[src/rtl/pwm_channel_pkg.sv]
// constants shared by the pwm output channel
package pwm_channel_pkg;

    // register byte addresses on the avalon slave
    localparam logic [3:0] ADDR_TIMER_COUNT   = 4'h0;
    localparam logic [3:0] ADDR_PERIOD_LIMIT  = 4'h4;
    localparam logic [3:0] ADDR_TIMER_CONTROL = 4'h8;
    localparam logic [3:0] ADDR_DUTY_LOW      = 4'hC;
    localparam logic [4:0] ADDR_DUTY_SHADOW   = 5'h10;
    localparam logic [4:0] ADDR_CHAN_CONTROL  = 5'h14;
    localparam logic [4:0] ADDR_PIN_DIRECTION = 5'h18;

    // reset values
    localparam logic [7:0] RST_BYTE           = 8'h00;
    localparam logic [7:0] RST_PERIOD_LIMIT   = 8'hFF;
    localparam logic       RST_PIN_DIRECTION  = 1'b1;

    // timer control fields
    localparam int TCTL_PRESCALE_LO = 0;
    localparam int TCTL_RUN         = 2;
    localparam int TCTL_POST_LO     = 3;
    localparam logic [7:0] TCTL_MASK = 8'h7F;

    // channel control fields
    localparam int CCTL_MODE_LO  = 0;
    localparam int CCTL_FRAC_LO  = 4;
    localparam logic [7:0] CCTL_MASK = 8'h3F;
    // pwm operation selected by mode field 1100 or 1101, 1110, 1111
    localparam logic [1:0] MODE_PWM_TOP = 2'h3;

    // one instruction cycle is four core clocks
    localparam logic [1:0] QUARTER_LAST = 2'h3;
    localparam logic [3:0] PRESCALE_DIV16_LAST = 4'hF;
    localparam logic [3:0] PRESCALE_DIV4_LAST  = 4'h3;

endpackage : pwm_channel_pkg

[src/rtl/pwm_output_channel.sv]
// pwm output channel: period timer, prescaler, duty double-buffer, avalon slave
//
// Design decisions made here: the address map and the Avalon-MM slave port.
`timescale 1ns/10ps

// Summary of operation
// RULE1: period length comes from the period limit register written by software
// RULE2: timer equal to period limit clears on the next increment cycle
// RULE3: output goes high at each period start unless duty is zero
// RULE4: at rollover the duty byte and fraction bits load into the shadow
// RULE5: postscaler bits are stored only and never affect the period
// RULE6: duty is ten bits: low duty byte above control bits 5:4
// RULE7: duty writes take effect only after the current period ends
// RULE8: in pwm mode the shadow byte is read-only
// RULE9: shadow byte plus two-bit latch double-buffer the duty
// RULE10: output clears when latched duty equals timer with two fine bits
// RULE11: duty beyond the period never clears the output
// RULE12: prescaler divides by 1, 4 or 16 from two select bits
// RULE13: software programs period, duty, direction, prescaler, then pwm mode
// RULE14: unimplemented control bits read back as zero
// RULE15: writing zero to channel control forces the output latch low
// RULE16: mode field values 11xx select pwm operation
// RULE17: timer advances only while the run bit is set, on prescaled cycles
module pwm_output_channel
(
    input  wire logic        clk,
    input  wire logic        reset,
    input  wire logic [4:0]  avs_address,
    input  wire logic        avs_read,
    input  wire logic        avs_write,
    input  wire logic [31:0] avs_writedata,
    input  wire logic [3:0]  avs_byteenable,
    output logic      [31:0] avs_readdata,
    output logic             avs_waitrequest,
    output logic             pwm_output_pin_o,
    output logic             pwm_output_pin_oe
);

    // ------------------------------------------------------------
    // registers
    // ------------------------------------------------------------
    logic [7:0] period_timer_count_q;
    logic [7:0] period_limit_q;
    logic [7:0] period_timer_control_q;
    logic [7:0] duty_low_byte_q;
    logic [7:0] duty_shadow_byte_q;
    logic [7:0] channel_control_q;
    logic [1:0] frac_latch_q;
    logic       pin_direction_bit_q;
    logic [1:0] quarter_q;
    logic [3:0] prescale_q;
    logic       pwm_level_q;
    logic       ack_q;

    logic       wr_en;
    logic       rd_en;
    logic       pwm_mode;
    logic       inc_tick;
    logic       rollover;
    logic [9:0] fine_count;
    logic       duty_match;

    function automatic logic [7:0] byte_in(input logic [31:0] data);
        byte_in = data[7:0];
    endfunction

    // one wait state per access: waitrequest drops on the cycle after the request
    assign wr_en    = avs_write && ack_q == 1'b0 && avs_byteenable[0];
    assign rd_en    = avs_read && ack_q == 1'b0;
    assign pwm_mode = channel_control_q[pwm_channel_pkg::CCTL_MODE_LO+3 -: 2]
                      == pwm_channel_pkg::MODE_PWM_TOP; // [RULE16]

    // ------------------------------------------------------------
    // bus handshake
    // ------------------------------------------------------------
    always_ff @(posedge clk or posedge reset)
    begin
        if (reset)
        begin
            ack_q           <= 1'b0;
            avs_waitrequest <= 1'b1;
        end
        else
        begin
            ack_q           <= (avs_read || avs_write) && ack_q == 1'b0;
            avs_waitrequest <= !((avs_read || avs_write) && ack_q == 1'b0);
        end
    end

    // ------------------------------------------------------------
    // prescaler and instruction-cycle divider
    // ------------------------------------------------------------
    // the quarter counter always runs, so it doubles as the fine bits at divide-by-one
    always_ff @(posedge clk or posedge reset)
    begin
        if (reset)
        begin
            quarter_q  <= 2'h0;
            prescale_q <= 4'h0;
        end
        else
        begin
            quarter_q <= quarter_q + 2'h1;
            if (!period_timer_control_q[pwm_channel_pkg::TCTL_RUN])
            begin
                prescale_q <= 4'h0;
            end
            else if (quarter_q == pwm_channel_pkg::QUARTER_LAST)
            begin
                prescale_q <= inc_tick ? 4'h0 : prescale_q + 4'h1; // [RULE17]
            end
        end
    end

    always_comb
    begin
        inc_tick = 1'b0;
        if (period_timer_control_q[pwm_channel_pkg::TCTL_RUN]
            && quarter_q == pwm_channel_pkg::QUARTER_LAST) // [RULE17]
        begin
            // postscale bits 6:3 deliberately unused here [RULE5]
            if (period_timer_control_q[pwm_channel_pkg::TCTL_PRESCALE_LO+1])
            begin
                inc_tick = prescale_q == pwm_channel_pkg::PRESCALE_DIV16_LAST; // [RULE12]
            end
            else if (period_timer_control_q[pwm_channel_pkg::TCTL_PRESCALE_LO])
            begin
                inc_tick = prescale_q[1:0] == pwm_channel_pkg::PRESCALE_DIV4_LAST[1:0]; // [RULE12]
            end
            else
            begin
                inc_tick = 1'b1; // [RULE12]
            end
        end
    end

    assign rollover = inc_tick && period_timer_count_q == period_limit_q; // [RULE1] [RULE2]

    // fine bits: quarter clock at divide-by-one, otherwise prescaler bits
    always_comb
    begin
        if (period_timer_control_q[pwm_channel_pkg::TCTL_PRESCALE_LO+1])
        begin
            fine_count = {period_timer_count_q, prescale_q[3:2]}; // [RULE10]
        end
        else if (period_timer_control_q[pwm_channel_pkg::TCTL_PRESCALE_LO])
        begin
            fine_count = {period_timer_count_q, prescale_q[1:0]}; // [RULE10]
        end
        else
        begin
            fine_count = {period_timer_count_q, quarter_q}; // [RULE10]
        end
    end

    // the pin flop also sees the match, so the pin drops on the edge that ends the matching cycle, with the latch
    // and a match in the last cycle of a period is not swallowed by the rollover
    assign duty_match = {duty_shadow_byte_q, frac_latch_q} == fine_count; // [RULE10]

    // ------------------------------------------------------------
    // timer and software registers
    // ------------------------------------------------------------
    always_ff @(posedge clk or posedge reset)
    begin
        if (reset)
        begin
            period_timer_count_q <= pwm_channel_pkg::RST_BYTE;
        end
        else if (wr_en && avs_address == {1'b0, pwm_channel_pkg::ADDR_TIMER_COUNT})
        begin
            period_timer_count_q <= byte_in(avs_writedata);
        end
        else if (rollover)
        begin
            period_timer_count_q <= 8'h00; // [RULE2]
        end
        else if (inc_tick)
        begin
            period_timer_count_q <= period_timer_count_q + 8'h01;
        end
    end

    always_ff @(posedge clk or posedge reset)
    begin
        if (reset)
        begin
            period_limit_q         <= pwm_channel_pkg::RST_PERIOD_LIMIT;
            period_timer_control_q <= pwm_channel_pkg::RST_BYTE;
            duty_low_byte_q        <= pwm_channel_pkg::RST_BYTE;
            channel_control_q      <= pwm_channel_pkg::RST_BYTE;
            pin_direction_bit_q    <= pwm_channel_pkg::RST_PIN_DIRECTION;
        end
        else if (wr_en)
        begin
            if (avs_address == {1'b0, pwm_channel_pkg::ADDR_PERIOD_LIMIT})
            begin
                period_limit_q <= byte_in(avs_writedata); // [RULE1]
            end
            else if (avs_address == {1'b0, pwm_channel_pkg::ADDR_TIMER_CONTROL})
            begin
                period_timer_control_q <= byte_in(avs_writedata) & pwm_channel_pkg::TCTL_MASK; // [RULE14]
            end
            else if (avs_address == {1'b0, pwm_channel_pkg::ADDR_DUTY_LOW})
            begin
                duty_low_byte_q <= byte_in(avs_writedata); // [RULE7]
            end
            else if (avs_address == pwm_channel_pkg::ADDR_CHAN_CONTROL)
            begin
                channel_control_q <= byte_in(avs_writedata) & pwm_channel_pkg::CCTL_MASK; // [RULE14]
            end
            else if (avs_address == pwm_channel_pkg::ADDR_PIN_DIRECTION)
            begin
                pin_direction_bit_q <= avs_writedata[0];
            end
        end
    end

    // ------------------------------------------------------------
    // duty double-buffer
    // ------------------------------------------------------------
    always_ff @(posedge clk or posedge reset)
    begin
        if (reset)
        begin
            duty_shadow_byte_q <= pwm_channel_pkg::RST_BYTE;
            frac_latch_q       <= 2'h0;
        end
        else if (pwm_mode && rollover)
        begin
            duty_shadow_byte_q <= duty_low_byte_q; // [RULE4] [RULE6] [RULE9]
            // fraction bits go to the internal latch [RULE4] [RULE9]
            frac_latch_q       <= channel_control_q[pwm_channel_pkg::CCTL_FRAC_LO +: 2];
        end
        else if (!pwm_mode && wr_en && avs_address == pwm_channel_pkg::ADDR_DUTY_SHADOW)
        begin
            duty_shadow_byte_q <= byte_in(avs_writedata); // [RULE8]
        end
    end

    // ------------------------------------------------------------
    // output latch
    // ------------------------------------------------------------
    always_ff @(posedge clk or posedge reset)
    begin
        if (reset)
        begin
            pwm_level_q <= 1'b0;
        end
        else if (wr_en && avs_address == pwm_channel_pkg::ADDR_CHAN_CONTROL
                 && byte_in(avs_writedata) == 8'h00)
        begin
            pwm_level_q <= 1'b0; // [RULE15]
        end
        else if (!pwm_mode)
        begin
            pwm_level_q <= 1'b0;
        end
        else if (rollover)
        begin
            // high unless the duty about to latch is zero [RULE3]
            pwm_level_q <= {duty_low_byte_q,
                            channel_control_q[pwm_channel_pkg::CCTL_FRAC_LO +: 2]} != 10'h000;
        end
        else if (duty_match)
        begin
            // a duty above the period never matches, so the pin stays high [RULE11]
            pwm_level_q <= 1'b0; // [RULE10]
        end
    end

    always_ff @(posedge clk or posedge reset)
    begin
        if (reset)
        begin
            pwm_output_pin_o  <= 1'b0;
            pwm_output_pin_oe <= 1'b0;
        end
        else
        begin
            pwm_output_pin_o  <= pwm_level_q && !duty_match; // [RULE10]
            // pin drives only once software clears the direction bit [RULE13]
            pwm_output_pin_oe <= !pin_direction_bit_q;
        end
    end

    // ------------------------------------------------------------
    // read data
    // ------------------------------------------------------------
    always_ff @(posedge clk or posedge reset)
    begin
        if (reset)
        begin
            avs_readdata <= 32'h0000_0000;
        end
        else if (rd_en)
        begin
            if (avs_address == {1'b0, pwm_channel_pkg::ADDR_TIMER_COUNT})
                avs_readdata <= {24'h000000, period_timer_count_q};
            else if (avs_address == {1'b0, pwm_channel_pkg::ADDR_PERIOD_LIMIT})
                avs_readdata <= {24'h000000, period_limit_q};
            else if (avs_address == {1'b0, pwm_channel_pkg::ADDR_TIMER_CONTROL})
                avs_readdata <= {24'h000000, period_timer_control_q};
            else if (avs_address == {1'b0, pwm_channel_pkg::ADDR_DUTY_LOW})
                avs_readdata <= {24'h000000, duty_low_byte_q};
            else if (avs_address == pwm_channel_pkg::ADDR_DUTY_SHADOW)
                avs_readdata <= {24'h000000, duty_shadow_byte_q};
            else if (avs_address == pwm_channel_pkg::ADDR_CHAN_CONTROL)
                avs_readdata <= {24'h000000, channel_control_q};
            else if (avs_address == pwm_channel_pkg::ADDR_PIN_DIRECTION)
                avs_readdata <= {31'h00000000, pin_direction_bit_q};
            else
                avs_readdata <= 32'h0000_0000;
        end
    end

endmodule // pwm_output_channel

[config.mk]
export PLATFORM = sky130hd
export DESIGN_NAME = pwm_output_channel
export DESIGN_NICKNAME = d
export VERILOG_FILES = /design/src/rtl/pwm_channel_pkg.sv /design/src/rtl/pwm_output_channel.sv
export SDC_FILE = /design/constraint.sdc
export NUM_CORES = 1
export LEC_CHECK = 0
export BUFFER_PORTS_ARGS = -buffer_cell sky130_fd_sc_hd__clkbuf_2
export CORE_MARGIN = 5
export CORE_UTILIZATION = 50
export CTS_CLUSTER_SIZE = 16
export DETAILED_ROUTE_END_ITERATION = 10
export PLACE_DENSITY_LB_ADDON = 0.05
export RECOVER_POWER = 25
export SYNTH_ARGS = -nofsm -noshare
export SYNTH_HDL_FRONTEND = slang
export SYNTH_SLANG_ARGS = --single-unit
export TNS_END_PERCENT = 30
[constraint.sdc]
create_clock -name clk -period 2.2 [get_ports clk]
set_input_delay 0.44 -clock clk [delete_from_list [all_inputs] [get_ports clk]]
set_output_delay 0.44 -clock clk [all_outputs]
set_load 0.005 [all_outputs]
* Word-level counts from Yosys, hierarchy flattened
Cells that the tools add are included.
Word-level totals: output and inout port bits 35, word-level logic and storage cells 90, input port bits 45, bits in registers 91
Operators by class: bitwise gates (word level) 5, $add $sub $neg 3, eq/ne operators 14, mux-type cells 24, reductions and logical operators 28
Operator list (count):
- 8-bit two-way mux | 10
- 5-bit == test (second input constant) | 3
- 1-bit logical AND | 13
- 4-bit two-way mux | 3
- 10-bit == test | 1
- 5-bit by 4-bit == test with 1-bit output (second input constant) | 2
- 10-bit nonzero test | 1
- 8-bit by 1-bit adder with 8-bit output (second input constant) | 1
- 8-bit == test | 1
- 8-bit zero test | 1
- 1-bit two-way mux | 8
- 2-bit == test (second input constant) | 3
- 6-bit two-way mux | 1
- 6-bit AND reduction | 1
- 5-bit by 3-bit == test with 1-bit output (second input constant) | 1
- 5-bit zero test | 1
- 1-bit NOT | 5
- 5-bit AND reduction | 1
- 4-bit by 1-bit adder with 4-bit output (second input constant) | 1
- 4-bit == test (second input constant) | 1
- 1-bit zero test | 4
- 2-bit two-way mux | 2
- 4-bit by 1-bit != test with 1-bit output (second input constant) | 1
- 4-bit AND reduction | 1
- other kinds (7) | 7

* Longest topological paths before layout
Gate-level depths: netlist of the first run.
word-level depth 8, depth in mapped cells 7, mapped depth without buffers 6

* Least setup slack after synthesis of the first run
Ideal clock, no wire load.
path type input to register, from input port avs_address[4], to register period_timer_control_q[0], library setup time 0.125 ns, required time 2.075 ns, data arrival time 1.776 ns, path slack 0.299 ns, cell stages on the path 6, path buffers 2, path through or3_1 buf_2 nor2_1 and3_1 buf_2 mux2_2
Between the ends: cells in the longest elaborated chain, start to end 3, elaborated cells between the ends (all ways) 4, classes of those cells eq/ne (2); bitwise (1); reduce/logical (1)
Ends and longest elaborated chain:
- from (decl) | line pwm_output_channel.sv:28 | input wire logic [4:0] avs_address,
- 5-bit by 3-bit == test with 1-bit output | line pwm_output_channel.sv:195 | if (avs_address == {1'b0, pwm_channel_pkg::ADDR_PERIOD_LIMIT})
- 1-bit NOT (no line)
- 3-bit AND reduction (no line) (*)
- to (signal assigned) | line pwm_output_channel.sv:188 | period_timer_control_q <= pwm_channel_pkg::RST_BYTE;
- to (signal assigned) | line pwm_output_channel.sv:201 | period_timer_control_q <= byte_in(avs_writedata) & pwm_channel_pkg::TCTL_MASK;
- to (decl) | line pwm_output_channel.sv:44 | logic [7:0] period_timer_control_q;
Mark *: on every way between the ends. The rest lies on a longest branch, timed or not. A chain may end at the register's enable or synchronous reset.

* Worst setup path in the final report of the first run
from register prescale_q[0], to register duty_shadow_byte_q[1]
Between the ends: cells in the longest elaborated chain, start to end 7, elaborated cells between the ends (all ways) 9, classes of those cells eq/ne (2); mux (4); reduce/logical (3)
Ends and longest elaborated chain:
- from (decl) | line pwm_output_channel.sv:51 | logic [3:0] prescale_q;
- from (signal assigned) | line pwm_output_channel.sv:110 | prescale_q <= inc_tick ? 4'h0 : prescale_q + 4'h1;
- 2-bit == test | line pwm_output_channel.sv:128 | inc_tick = prescale_q[1:0] == pwm_channel_pkg::PRESCALE_DIV4_LAST[1:0];
- 1-bit two-way mux | line pwm_output_channel.sv:126 | else if (period_timer_control_q[pwm_channel_pkg::TCTL_PRESCALE_LO])
- 1-bit two-way mux (*) | line pwm_output_channel.sv:122 | if (period_timer_control_q[pwm_channel_pkg::TCTL_PRESCALE_LO+1])
- 1-bit two-way mux (*) | line pwm_output_channel.sv:118 | if (period_timer_control_q[pwm_channel_pkg::TCTL_RUN]
- 1-bit logical AND (*) | line pwm_output_channel.sv:137 | assign rollover = inc_tick && period_timer_count_q == period_limit_q;
- 1-bit logical AND (*) | line pwm_output_channel.sv:228 | else if (pwm_mode && rollover)
- 8-bit two-way mux or 2-bit nonzero test (tied branches)
- to (signal assigned) | line pwm_output_channel.sv:225 | duty_shadow_byte_q <= pwm_channel_pkg::RST_BYTE;
- to (signal assigned) | line pwm_output_channel.sv:230 | duty_shadow_byte_q <= duty_low_byte_q;
- to (signal assigned) | line pwm_output_channel.sv:236 | duty_shadow_byte_q <= byte_in(avs_writedata);
- to (decl) | line pwm_output_channel.sv:46 | logic [7:0] duty_shadow_byte_q;
Marks and branches as above.

==> qor.yml, run 1 <==
outcome:
  status: "finished clean"
worst_setup_path:
  reg2reg_slack_ns: 0.18
  startpoint_type: "register"
  r2r-start: "prescale_q[0]$_DFFE_PP0P_"
  path_class: "reg2reg"
  timing.rr.end: "duty_shadow_byte_q[1]$_DFFE_PP0P_"
  cp.required_ns: 2.48
  setup.worst_path.end_class: "register"
  reg2reg_depth: 6
  arrival_ns: 2.30
  crit_fanout: 8
global_routing:
  antenna_found_initial: 0
  globalRoute.totalOverflow: 0
  grt_pass1_vias: 3003
  grt_max_degree: 32
  grtUsageTotal_pct: 21.9
  grt_pass1_wl_um: 16500
timing:
  tns_ns: 0
  finalCritPeriodShare_pct: 91.6
  fin_ws_ns: 0.184
  setup_viol: 0
  slew-limit-headroom_pct: 35.0
  max_freq_ghz: 0.496
  tightest_slew_ns: 0.973
  timing.final.hold_violations: 0
  rsz0062_at_grt: "false"
  fin_crit_ns: 2.02
  finalMaxSlewViolations: 0
  fin_skew_ns: 0.0124
job:
  drv_cap: 0
die:
  die_h_um: 98.5
  core_area_um2: 7690
  dieArea_um2: 9690
  fp-row-count: 32
  ios: 80
  initial_core_util_pct: 50.9
  chipWidth_um: 98.5
placement:
  port_buffers: 28
  dp.final_hpwl_um: 7540
  place_congestion: 0.905
  pre_cts_slack_ns: 0.0661
yosys:
  synth-xor-area-share_pct: 4.22
  synth-main-ff-cell: "dfrtp_1"
  synth_top_family_by_area: "simple AND/OR/NAND/NOR gates"
  ys_types: 56
  synthSimpleGateAreaFrac_pct: 16.6
  ys_seq_area_share_pct: 43.2
  synth_mux_area_share_pct: 12.0
  synth_seq_cells: 67
  synth_fa_ha_area_share_pct: 0.959
  synth-async-reset-ratio_pct: 100
  avgSynthCellArea_um2: 10.2
  synth-edff-count: 0
  yosysWarnings: 0
  synth_compound_area_share_pct: 14.5
  synth_cells: 383
  synth.cell_area_um2: 3910
cts:
  post_cts_buffers: 0
  cts_max_path_buffers: 2
  clk_pin_slew_worst_paths_ns: 0.08
  cts-root-buf: "clkbuf_8"
  hold_buffers: 0
  numCtsBuffers: 9
  clock_latency_ns: 0.35
  cts_tree: "yes"
  cts.sink_count: 67
  h-tree-depth: 3
drt:
  routedWlPerCell_um: 19.0
  drc: 0
  drtIter0Drc: 198
  routed_via_density: 5.74
  routed_wl_um: 10200
  drtAntennaViolNets: 0
  first_pass_iters: 4
  vias: 3083
power_and_ir_drop:
  p_per_area_nw_per_um2: 809
  irDropWorstVdd_mv: 0.324
  total_leakage_power_uw: 0.00212
layout:
  n_antenna_cell: 0
  syn_to_final_growth_pct: 14.0
  drive_above_1_share_pct: 29.4
  nets: 478
hold_path:
  hold_class: "in2async"
==> worst max-delay path by stage <==
stage	from	to	slack, ns
detailed placement	avs_address[4]	period_timer_control_q[0]$_DFFE_PP0P_	0.07
global placement	avs_address[4]	period_timer_control_q[4]$_DFFE_PP0P_	0.06
floorplan	reset	ack_q$_DFF_PP0_	0.09
CTS	prescale_q[0]$_DFFE_PP0P_	duty_shadow_byte_q[1]$_DFFE_PP0P_	0.19
global route	prescale_q[0]$_DFFE_PP0P_	duty_shadow_byte_q[6]$_DFFE_PP0P_	0.07
finish	prescale_q[0]$_DFFE_PP0P_	duty_shadow_byte_q[1]$_DFFE_PP0P_	0.18
==> state kept, by name, summed over array words and instances (netlist names) <==
signal,cells
avs_waitrequest,1
pwm_output_pin_oe,1
frac_latch_q,2
ack_q,1
pin_direction_bit_q,1
period_timer_control_q,7
period_timer_count_q,8
quarter_q,2
channel_control_q,6
pwm_level_q,1
duty_shadow_byte_q,8
duty_low_byte_q,8
prescale_q,4
pwm_output_pin_o,1
avs_readdata,8
period_limit_q,8
==> power by group <==
| group | total (uW) | switching [uW] | internal, uW |
|---|---|---|---|
| Sequential | 1540 | 138 | 1400 |
| Clock | 1190 | 516 | 669 |
| Combinational | 884 | 493 | 391 |
| Total | 3610 | 1150 | 2460 |
==> metal layers <==
| layer | wire (um) | part of all wire [%] | GRT usage, % | vias up |
|---|---|---|---|---|
| li1 | - | - | - | 1425 |
| met1 | 4690 | 46 | 31.1 | 1529 |
| met2 | 4640 | 45 | 32.8 | 106 |
| met3 | 610 | 6.0 | 4.46 | 23 |
| met4 | 274 | 2.7 | 8.72 | 0 |
| met5 | 0 | 0 | 0 | - |
==> cell usage in the layout (no fill, tap or decap), drive strengths merged, types with 3 or more instances in the layout <==
cell,count
xor2,10
a22oi,7
a21oi,15
nand2b,4
o21ai,26
dfrtp,57
a21o,12
nor2b,3
a22o,8
nand2,33
clkbuf,39
a32oi,4
nand4,7
nor3,8
nor4,10
conb,24
and3,3
buf,29
mux2,29
nor3b,3
or4,4
a211oi,3
a221oi,3
nand3,8
nor2,17
ha,3
and2,3
dfstp,10
xnor2,8
inv,10
mux2i,12
==> worst max-delay path, cell delays in order (launching register included) <==
cell      delay [ns]
dfrtp_1         0.43
ha_1            0.24
o21bai_1        0.21
nand4_4         0.13
and4b_1         0.28
nor2_1          0.47
a21o_1          0.19
==> cell usage after synthesis, types with 8 or more instances <==
cell type / instances / area [um2]
mux2i_1: 12 / 120
mux2_2: 29 / 327
xnor2_1: 8 / 70.1
xor2_1: 9 / 78.8
nand3_1: 8 / 40.0
buf_4: 26 / 195
dfrtp_1: 57 / 1430
nor2_1: 16 / 60.1
nand2_1: 32 / 120
a21oi_1: 15 / 75.1
inv_1: 10 / 37.5
a22o_1: 8 / 70.1
o21ai_0: 26 / 130
buf_2: 11 / 55.1
a21o_1: 12 / 90.1
dfstp_2: 10 / 263
==> layout make-up <==
type,instances,area [um2]
clock inverters,6,88.8
clock buffers,10,138
flip-flops and latches,67,1690
multi-input cells,284,1980
fillers,691,3230
repair buffers,58,400
well taps,102,128
inverters,10,37.5
==> what timing repair did <==
| action | 4_1_cts | 5_1_grt |
|---|---|---|
| setup endpoints to repair | 0 | 1 |
| gates resized for setup | 0 | 1 |
| hold endpoints to repair | 0 | 0 |
==> through the flow <==
step | power, uW | cells | area, um2 | utilization, % | hold WS (ns)
finish | 3610 | 537 | 4460 | 58.0 | 0.292
global route | 3790 | 537 | 4460 | 58.0 | 0.405
CTS | 3620 | 537 | 4470 | 58.2 | 0.142
detailed placement | 2440 | 521 | 4250 | 55.2 | 0.438
global placement | 2430 | 521 | 4250 | 55.2 | 0.432
floorplan | 2180 | 406 | 4000 | - | 0.420
==> cell families (layout without fill, tap and decap cells) <==
family | after synthesis | after routing
simple gates | 111 | 111
compound gates | 86 | 86
flops | 67 | 67
buf+inv | 55 | 84
mux | 42 | 42
xor+xnor | 18 | 18
fa+ha+maj | 3 | 3
other cells | 1 | 24
No activity file was read; power rests on OpenSTA's default activity.
==> run 2, diff against run 1 <==
--- a/config.mk
+++ b/config.mk
@@ -12,6 +12,7 @@
 export DETAILED_ROUTE_END_ITERATION = 10
 export PLACE_DENSITY_LB_ADDON = 0.05
 export RECOVER_POWER = 25
+export REMOVE_ABC_BUFFERS = 1
 export SYNTH_ARGS = -nofsm -noshare
 export SYNTH_HDL_FRONTEND = slang
 export SYNTH_SLANG_ARGS = --single-unit
==> run 2 against run 1 <==
Effect of this change: non-clock buffer count increased by 1; the run now ends with capacitance limit, slew limit left; worst hold slack better by 0.12 ns; via count down 0.65%; design area is essentially flat; clock skew is 0.0058 ns lower; power down 0.23%; die area unchanged; combinational power shrank 0.6%; fmax shrank 1.1%; critical endpoint is now duty_shadow_byte_q[7]$_DFFE_PP0P_; setup slack worse by 0.022 ns; clock-buffer cell count unchanged; sequential share of layout area about the same.
==> qor.yml, run 2 (synthesized netlist as in run 1, its figures left out) <==
worst_setup_path:
  crit_fanout: 8  # unchanged
  setup.worst_path.end_class: "register"
  arrival_ns: 2.33  # +0.03 ns
  r2r-start: "prescale_q[0]$_DFFE_PP0P_"
  cpLargestDelayFamily: "simple AND/OR/NAND/NOR gates"
  startpoint: "prescale_q[0]$_DFFE_PP0P_"
  crit_path_top_delay_cell: "nor2_1"
  reg2reg_slack_ns: 0.16  # -0.02 ns
  reg2reg_depth: 6  # unchanged
  cp.required_ns: 2.49  # about the same
  worstPathCellList: "ha_1 -> o21bai_1 -> nand4_4 -> and4b_1 -> nor2_1 -> a21o_1"
  path_depth: 6  # unchanged
  path_buf_inv: 0  # unchanged
  slowest_delay_ns: 0.49  # +0.02 ns
  path_class: "reg2reg"
  timing.rr.end: "duty_shadow_byte_q[7]$_DFFE_PP0P_"
  startpoint_type: "register"
  cp-endpoint: "duty_shadow_byte_q[7]$_DFFE_PP0P_"
die:
  initial_core_util_pct: 50.9  # unchanged
  chipWidth_um: 98.5  # unchanged
  dieArea_um2: 9690  # unchanged
  die_h_um: 98.5  # unchanged
  fp-row-count: 32  # unchanged
  core_area_um2: 7690  # unchanged
  ios: 80  # unchanged
power_and_ir_drop:
  total_leakage_power_uw: 0.00212  # -0.11%
  p_per_area_nw_per_um2: 807  # -0.28%
  irDropWorstVdd_mv: 0.364  # +12%
cts:
  clock_latency_ns: 0.35  # about the same
  hold_buffers: 0  # unchanged
  numCtsBuffers: 9  # unchanged
  h-tree-depth: 3  # unchanged
  post_cts_buffers: 0  # unchanged
  clk_pin_slew_worst_paths_ns: 0.08  # about the same
  cts_resized: 0  # unchanged
  cts-root-buf: "clkbuf_8"
  cts_max_path_buffers: 2  # unchanged
  cts_tree: "yes"
  cts.sink_count: 67  # unchanged
timing:
  whs_ns: 0.417  # +0.124 ns
  fin_crit_ns: 2.04  # +0.0224 ns
  slew-limit-headroom_pct: -14.7  # -50 points
  rsz0062_at_grt: "false"
  fin_skew_ns: 0.00655  # -0.00582 ns
  tightest_slew_ns: 1.72  # +0.748 ns
  finalMaxSlewViolations: 68  # +68
  setup_viol: 0  # unchanged
  timing.final.hold_violations: 0  # unchanged
  max_freq_ghz: 0.491  # -1.1%
  finalCritPeriodShare_pct: 92.6  # +1.0 points
  tns_ns: 0  # unchanged
placement:
  place_congestion: 0.873  # -3.5%
  dp.final_hpwl_um: 7460  # -1.1%
  port_buffers: 28  # unchanged
layout:
  syn_to_final_growth_pct: 14.1  # about the same
  n_antenna_cell: 0  # unchanged
  final_common_cell: "dfrtp_1"
  nets: 479  # +0.21%
  final_cell_mix: "57 x dfrtp_1, 32 x nand2_1, 29 x mux2_2"
  drive_above_1_share_pct: 29.4  # -0.067 points
hold_path:
  hold_class: "in2reg"
drt:
  drc: 0  # unchanged
  routed_wl_um: 10200  # -0.64%
  vias: 3063  # -0.65%
  drtAntennaViolNets: 0  # unchanged
  drtIter0Drc: 224  # +13%
  routed_via_density: 5.69  # -0.83%
  first_pass_iters: 4  # unchanged
  routedWlPerCell_um: 18.9  # -0.82%
global_routing:
  grt_pass1_wl_um: 16400  # -0.58%
  grt_max_degree: 68  # +110%
  antenna_found_initial: 0  # unchanged
  grtUsageTotal_pct: 21.8  # -0.040 points
  globalRoute.totalOverflow: 0  # unchanged
  grt_pass1_vias: 3025  # +0.73%
outcome:
  status: "finished with violations"
  failed_checks: "capacitance limit, slew limit"
job:
  drv_cap: 1  # +1
-- run 2: cell types whose count changed in the layout (fill, tap and decap cells not counted), sizes merged --
| cell | before | now |
|---|---|---|
| inv | 10 | 9 |
| clkinv | 2 | 3 |
| buf | 29 | 30 |
-- run 2: routing by layer --
| layer | global-route usage (%) | up-vias | share of wire (%) |
|---|---|---|---|
| met5 | 0 | - | 0 |
| met4 | 5.78 | 0 | 1.1 |
| met3 | 4.74 | 12 | 7.0 |
| met2 | 34.2 | 111 | 46 |
| met1 | 30.9 | 1511 | 45 |
| li1 | - | 1429 | - |
-- run 2: worst min path at each step --
stage,cells past startpoint,startpoint,endpoint
2_1_floorplan,1,pin_direction_bit_q$_DFFE_PP1P_,pwm_output_pin_oe$_DFF_PP0_
3_3_place_gp,1,pin_direction_bit_q$_DFFE_PP1P_,pwm_output_pin_oe$_DFF_PP0_
3_5_place_dp,1,pin_direction_bit_q$_DFFE_PP1P_,pwm_output_pin_oe$_DFF_PP0_
4_1_cts,3,reset,period_timer_count_q[4]$_DFFE_PP0P_
5_1_grt,2,avs_writedata[7],period_limit_q[7]$_DFFE_PP1P_
6_report,3,avs_read,avs_waitrequest$_DFF_PP1_
-- run 2: through the flow --
stage	instance area (um2)	util [%]	instances	setup WS (ns)	total power [uW]
finish	4460	58.1	538	0.162	3600
global placement	4250	55.3	522	0.0936	2420
floorplan	3700	-	361	0.0934	2070
CTS	4480	58.3	538	0.183	3620
detailed placement	4250	55.3	522	0.104	2440
global route	4460	58.1	538	0.0657	3800
-- run 2: final cells by class --
| type | instances | area, um2 |
|---|---|---|
| Clock buffer | 10 | 138 |
| Clock inverter | 6 | 88.8 |
| Fill cell | 713 | 3220 |
| Inverter | 10 | 37.5 |
| Multi-Input combinational cell | 284 | 1980 |
| Sequential cell | 67 | 1690 |
| Tap cell | 102 | 128 |
| Timing Repair Buffer | 59 | 407 |
-- run 2: tightest hold or removal path, stage by stage --
cell and delay, ns:
clkbuf_2 0.09, nor2_1 0.08, or2_2 0.12
-- run 2: power by group --
group	internal, uW	leakage, uW	switching (uW)
sequential	1400	0.000842	141
combinational	390	0.00117	490
clock	668	0.000108	509
==> run 3, diff against run 2 <==
--- a/config.mk
+++ b/config.mk
@@ -5,6 +5,7 @@
 export SDC_FILE = /design/constraint.sdc
 export NUM_CORES = 1
 export LEC_CHECK = 0
+export ABC_AREA = 1
 export BUFFER_PORTS_ARGS = -buffer_cell sky130_fd_sc_hd__clkbuf_2
 export CORE_MARGIN = 5
 export CORE_UTILIZATION = 50
@@ -16,4 +17,3 @@
 export SYNTH_ARGS = -nofsm -noshare
 export SYNTH_HDL_FRONTEND = slang
 export SYNTH_SLANG_ARGS = --single-unit
-export TNS_END_PERCENT = 30
==> run 3 against run 2 <==
Effect of this change: the flow still finishes with violations (capacitance limit, slew limit); setup slack improved by 0.23 ns; critical path type unchanged; power decreased by 12%; critical path depth is 4 higher; worst hold slack worse by 0.13 ns; register-to-register slack better by 0.23 ns; via count is 11% higher; clock skew is 0.0012 ns higher; critical endpoint is now duty_shadow_byte_q[5]$_DFFE_PP0P_; global-route usage is 0.21 points lower; highest routed layer unchanged; non-clock buffer count decreased by 24.
==> qor.yml, run 3 <==
outcome:
  status: "finished with violations"
  failed_checks: "capacitance limit, slew limit"
drt:
  routed_wl_um: 10200  # +0.36%
  vias: 3386  # +11%
  drc: 0  # unchanged
  drtAntennaViolNets: 0  # unchanged
  routed_via_density: 5.03  # -12%
  first_pass_iters: 5  # +1
  routedWlPerCell_um: 15.1  # -20%
  drtIter0Drc: 257  # +15%
hold_path:
  hold_path_end: "avs_waitrequest$_DFF_PP1_"
  min_from: "avs_read"
  hold_class: "in2reg"
  whs_path_depth: 2  # -1
worst_setup_path:
  path_class: "reg2reg"
  crit_fanout: 7  # -1
  crit_top_cell: "nand2_1"
  setup.worst_path.end_class: "register"
  slowest_delay_ns: 0.47  # -0.02 ns
  startpoint_type: "register"
  reg2reg_depth: 10  # +4
  worstPathCellList: "inv_2 -> nand2_1 -> nand2_1 -> nand2_1 -> nor2_1 -> nand2_1 -> nor2_2 -> buf_4 -> nand3_1 -> nand3_1"
  arrival_ns: 2.09  # -0.24 ns
  r2r-start: "period_timer_count_q[4]$_DFFE_PP0P_"
  crit_path_top_delay_cell: "dfrtp_1"
  cp.required_ns: 2.48  # about the same
  reg2reg_slack_ns: 0.39  # +0.23 ns
  timing.rr.end: "duty_shadow_byte_q[5]$_DFFE_PP0P_"
die:
  ios: 80  # unchanged
  fp-row-count: 33  # +3.1%
  initial_core_util_pct: 50.5  # -0.43 points
  chipWidth_um: 100  # +1.9%
  die_h_um: 100  # +1.9%
  dieArea_um2: 10100  # +3.9%
  core_area_um2: 8090  # +5.3%
global_routing:
  grt_pass1_wl_um: 16800  # +2.3%
  grt_pass1_vias: 3288  # +8.7%
  globalRoute.totalOverflow: 0  # unchanged
  antenna_found_initial: 0  # unchanged
  grtUsageTotal_pct: 21.6  # -0.21 points
  grt_max_degree: 68  # unchanged
timing:
  finalMaxSlewViolations: 68  # unchanged
  fin_crit_ns: 1.81  # -0.225 ns
  tightest_slew_ns: 1.69  # -0.0279 ns
  finalCritPeriodShare_pct: 82.4  # -10 points
  max_freq_ghz: 0.552  # +12%
  rsz0062_at_grt: "false"
  whs_ns: 0.282  # -0.134 ns
  setup_viol: 0  # unchanged
  tns_ns: 0  # unchanged
  timing.final.hold_violations: 0  # unchanged
  fin_skew_ns: 0.00777  # +0.00121 ns
  slew-limit-headroom_pct: -12.9  # +1.9 points
yosys:
  synth_top_family_by_area: "simple AND/OR/NAND/NOR gates"
  synth_seq_cells: 67  # unchanged
  synth_fa_ha_area_share_pct: 0.919  # -0.040 points
  synth-async-reset-ratio_pct: 100  # unchanged
  synth-xor-area-share_pct: 3.22  # -1.0 points
  ys_seq_area_share_pct: 41.4  # -1.8 points
  synthSimpleGateAreaFrac_pct: 32.0  # +15 points
  synth_top_area_share_pct: 34.9  # -1.5 points
  synthTopCellsByArea: "dfrtp_1 35%, nand2_1 15%, dfstp_2 6.4%, nand3_1 5.8%, inv_1 5.4%"
  synth.cell_area_um2: 4080  # +4.4%
  synth_mux_area_share_pct: 0  # -12 points
  yosysMostFrequentCell: "nand2_1"
  ys_types: 39  # -30%
  synth-main-ff-cell: "dfrtp_1"
  synth_compound_area_share_pct: 8.76  # -5.7 points
  synthTopCellsByCount: "162 x nand2_1, 59 x inv_1, 57 x dfrtp_1, 47 x nand3_1, 30 x nor2_1"
  synth_cells: 531  # +39%
  yosysWarnings: 0  # unchanged
  synth_top_area_cell: "dfrtp_1"
  avgSynthCellArea_um2: 7.69  # -25%
  synth-edff-count: 0  # unchanged
layout:
  final_cell_mix: "162 x nand2_1, 58 x inv_1, 57 x dfrtp_1"
  fin_area_um2: 4370  # -2.0%
  syn_to_final_growth_pct: 7.11
  final_common_cell: "nand2_1"
  n_antenna_cell: 0  # unchanged
  finalNonFillerCells: 673  # +25%
  fillers: 806  # +13%
  drive_above_1_share_pct: 16.7  # -13 points
  nets: 611  # +28%
job:
  drv_cap: 1  # unchanged
placement:
  dp.final_hpwl_um: 7570  # +1.5%
  dp.cells: 657  # +26%
  place_area_um2: 4200  # -1.2%
  port_buffers: 28  # unchanged
  place_congestion: 0.907  # +3.9%
power_and_ir_drop:
  p_total_uw: 3180  # -12%
  irDropWorstVdd_mv: 0.391  # +7.5%
  total_leakage_power_uw: 0.00229  # +8.0%
  p_per_area_nw_per_um2: 727  # -9.9%
cts:
  cts_tree: "yes"
  numCtsBuffers: 9  # unchanged
  clock_latency_ns: 0.35  # about the same
  h-tree-depth: 3  # unchanged
  cts_resized: 0  # unchanged
  post_cts_buffers: 0  # unchanged
  hold_buffers: 0  # unchanged
  clk_pin_slew_worst_paths_ns: 0.07  # about the same
  cts-root-buf: "clkbuf_8"
  cts.sink_count: 67  # unchanged
  cts_max_path_buffers: 2  # unchanged
==> run 3: changes by cell type in the layout (fill, tap and decap cells not counted), moves of 14 or more <==
cell     previous run  this run
nand2_1            32       162
inv_1               9        58
nand3_1             8        47
mux2_2             29         0
buf_4              27         6
o21ai_1             0        20
o21ai_0            26        11
nor2_1             16        30
==> run 3: layer usage <==
layer	up-vias	wire length (um)	GRT usage, %
met5	-	0	0
met1	1548	4720	29.9
met2	108	4650	33.5
met4	0	182	6.84
li1	1714	-	-
met3	16	635	5.21
==> run 3: worst max-delay path by stage <==
stage / to / from / cells past startpoint
finish: duty_shadow_byte_q[5]$_DFFE_PP0P_ / period_timer_count_q[4]$_DFFE_PP0P_ / 10
global route: duty_shadow_byte_q[5]$_DFFE_PP0P_ / period_timer_count_q[4]$_DFFE_PP0P_ / 10
CTS: duty_shadow_byte_q[5]$_DFFE_PP0P_ / period_timer_count_q[4]$_DFFE_PP0P_ / 10
detailed placement: period_timer_control_q[5]$_DFFE_PP0P_ / avs_write / 6
global placement: period_timer_control_q[4]$_DFFE_PP0P_ / avs_write / 6
floorplan: ack_q$_DFF_PP0_ / reset / 1
==> run 3: power by group <==
| group | total [uW] | internal, uW | switching [uW] |
|---|---|---|---|
| Combinational | 618 | 230 | 389 |
| Clock | 1030 | 556 | 474 |
| Sequential | 1530 | 1380 | 155 |
| Total | 3180 | 2160 | 1020 |
==> run 3: critical path: cells and delay by family (launching register included) <==
kind                   cells  cell delay [ns]
DFF                        1             0.47
buffers and inverters      2             0.36
and+or+nand+nor            8             0.92
==> run 3: layout make-up <==
type                    count  area [um2]  share of cell area (%)
clock buffers              14         153                    3.49
clock inverters             2        35.0                   0.801
inverters                  67         254                    5.81
multi-input cells         383        1920                    43.9
flip-flops and latches     67        1690                    38.6
well taps                 105         131                    3.00
repair buffers             35         190                    4.35
==> run 3: kinds of logic (layout without fill, tap and decap cells) <==
family                   Yosys count  in the layout
adder cells (fa/ha/maj)            3              3
AND/OR/NAND/NOR                  280            280
XOR/XNOR                          15             15
buffers and inverters            104            118
other                              1             24
flip-flops                        67             67
AO/OA/AOI/OAI                     61             61
==> run 3: stage by stage <==
stage | worst slack (ns) | utilization, %
2_1_floorplan | 0.0934 | -
5_1_grt | 0.217 | 54.1
3_5_place_dp | 0.383 | 51.9
4_1_cts | 0.400 | 54.2
6_report | 0.387 | 54.1
3_3_place_gp | 0.378 | 51.9
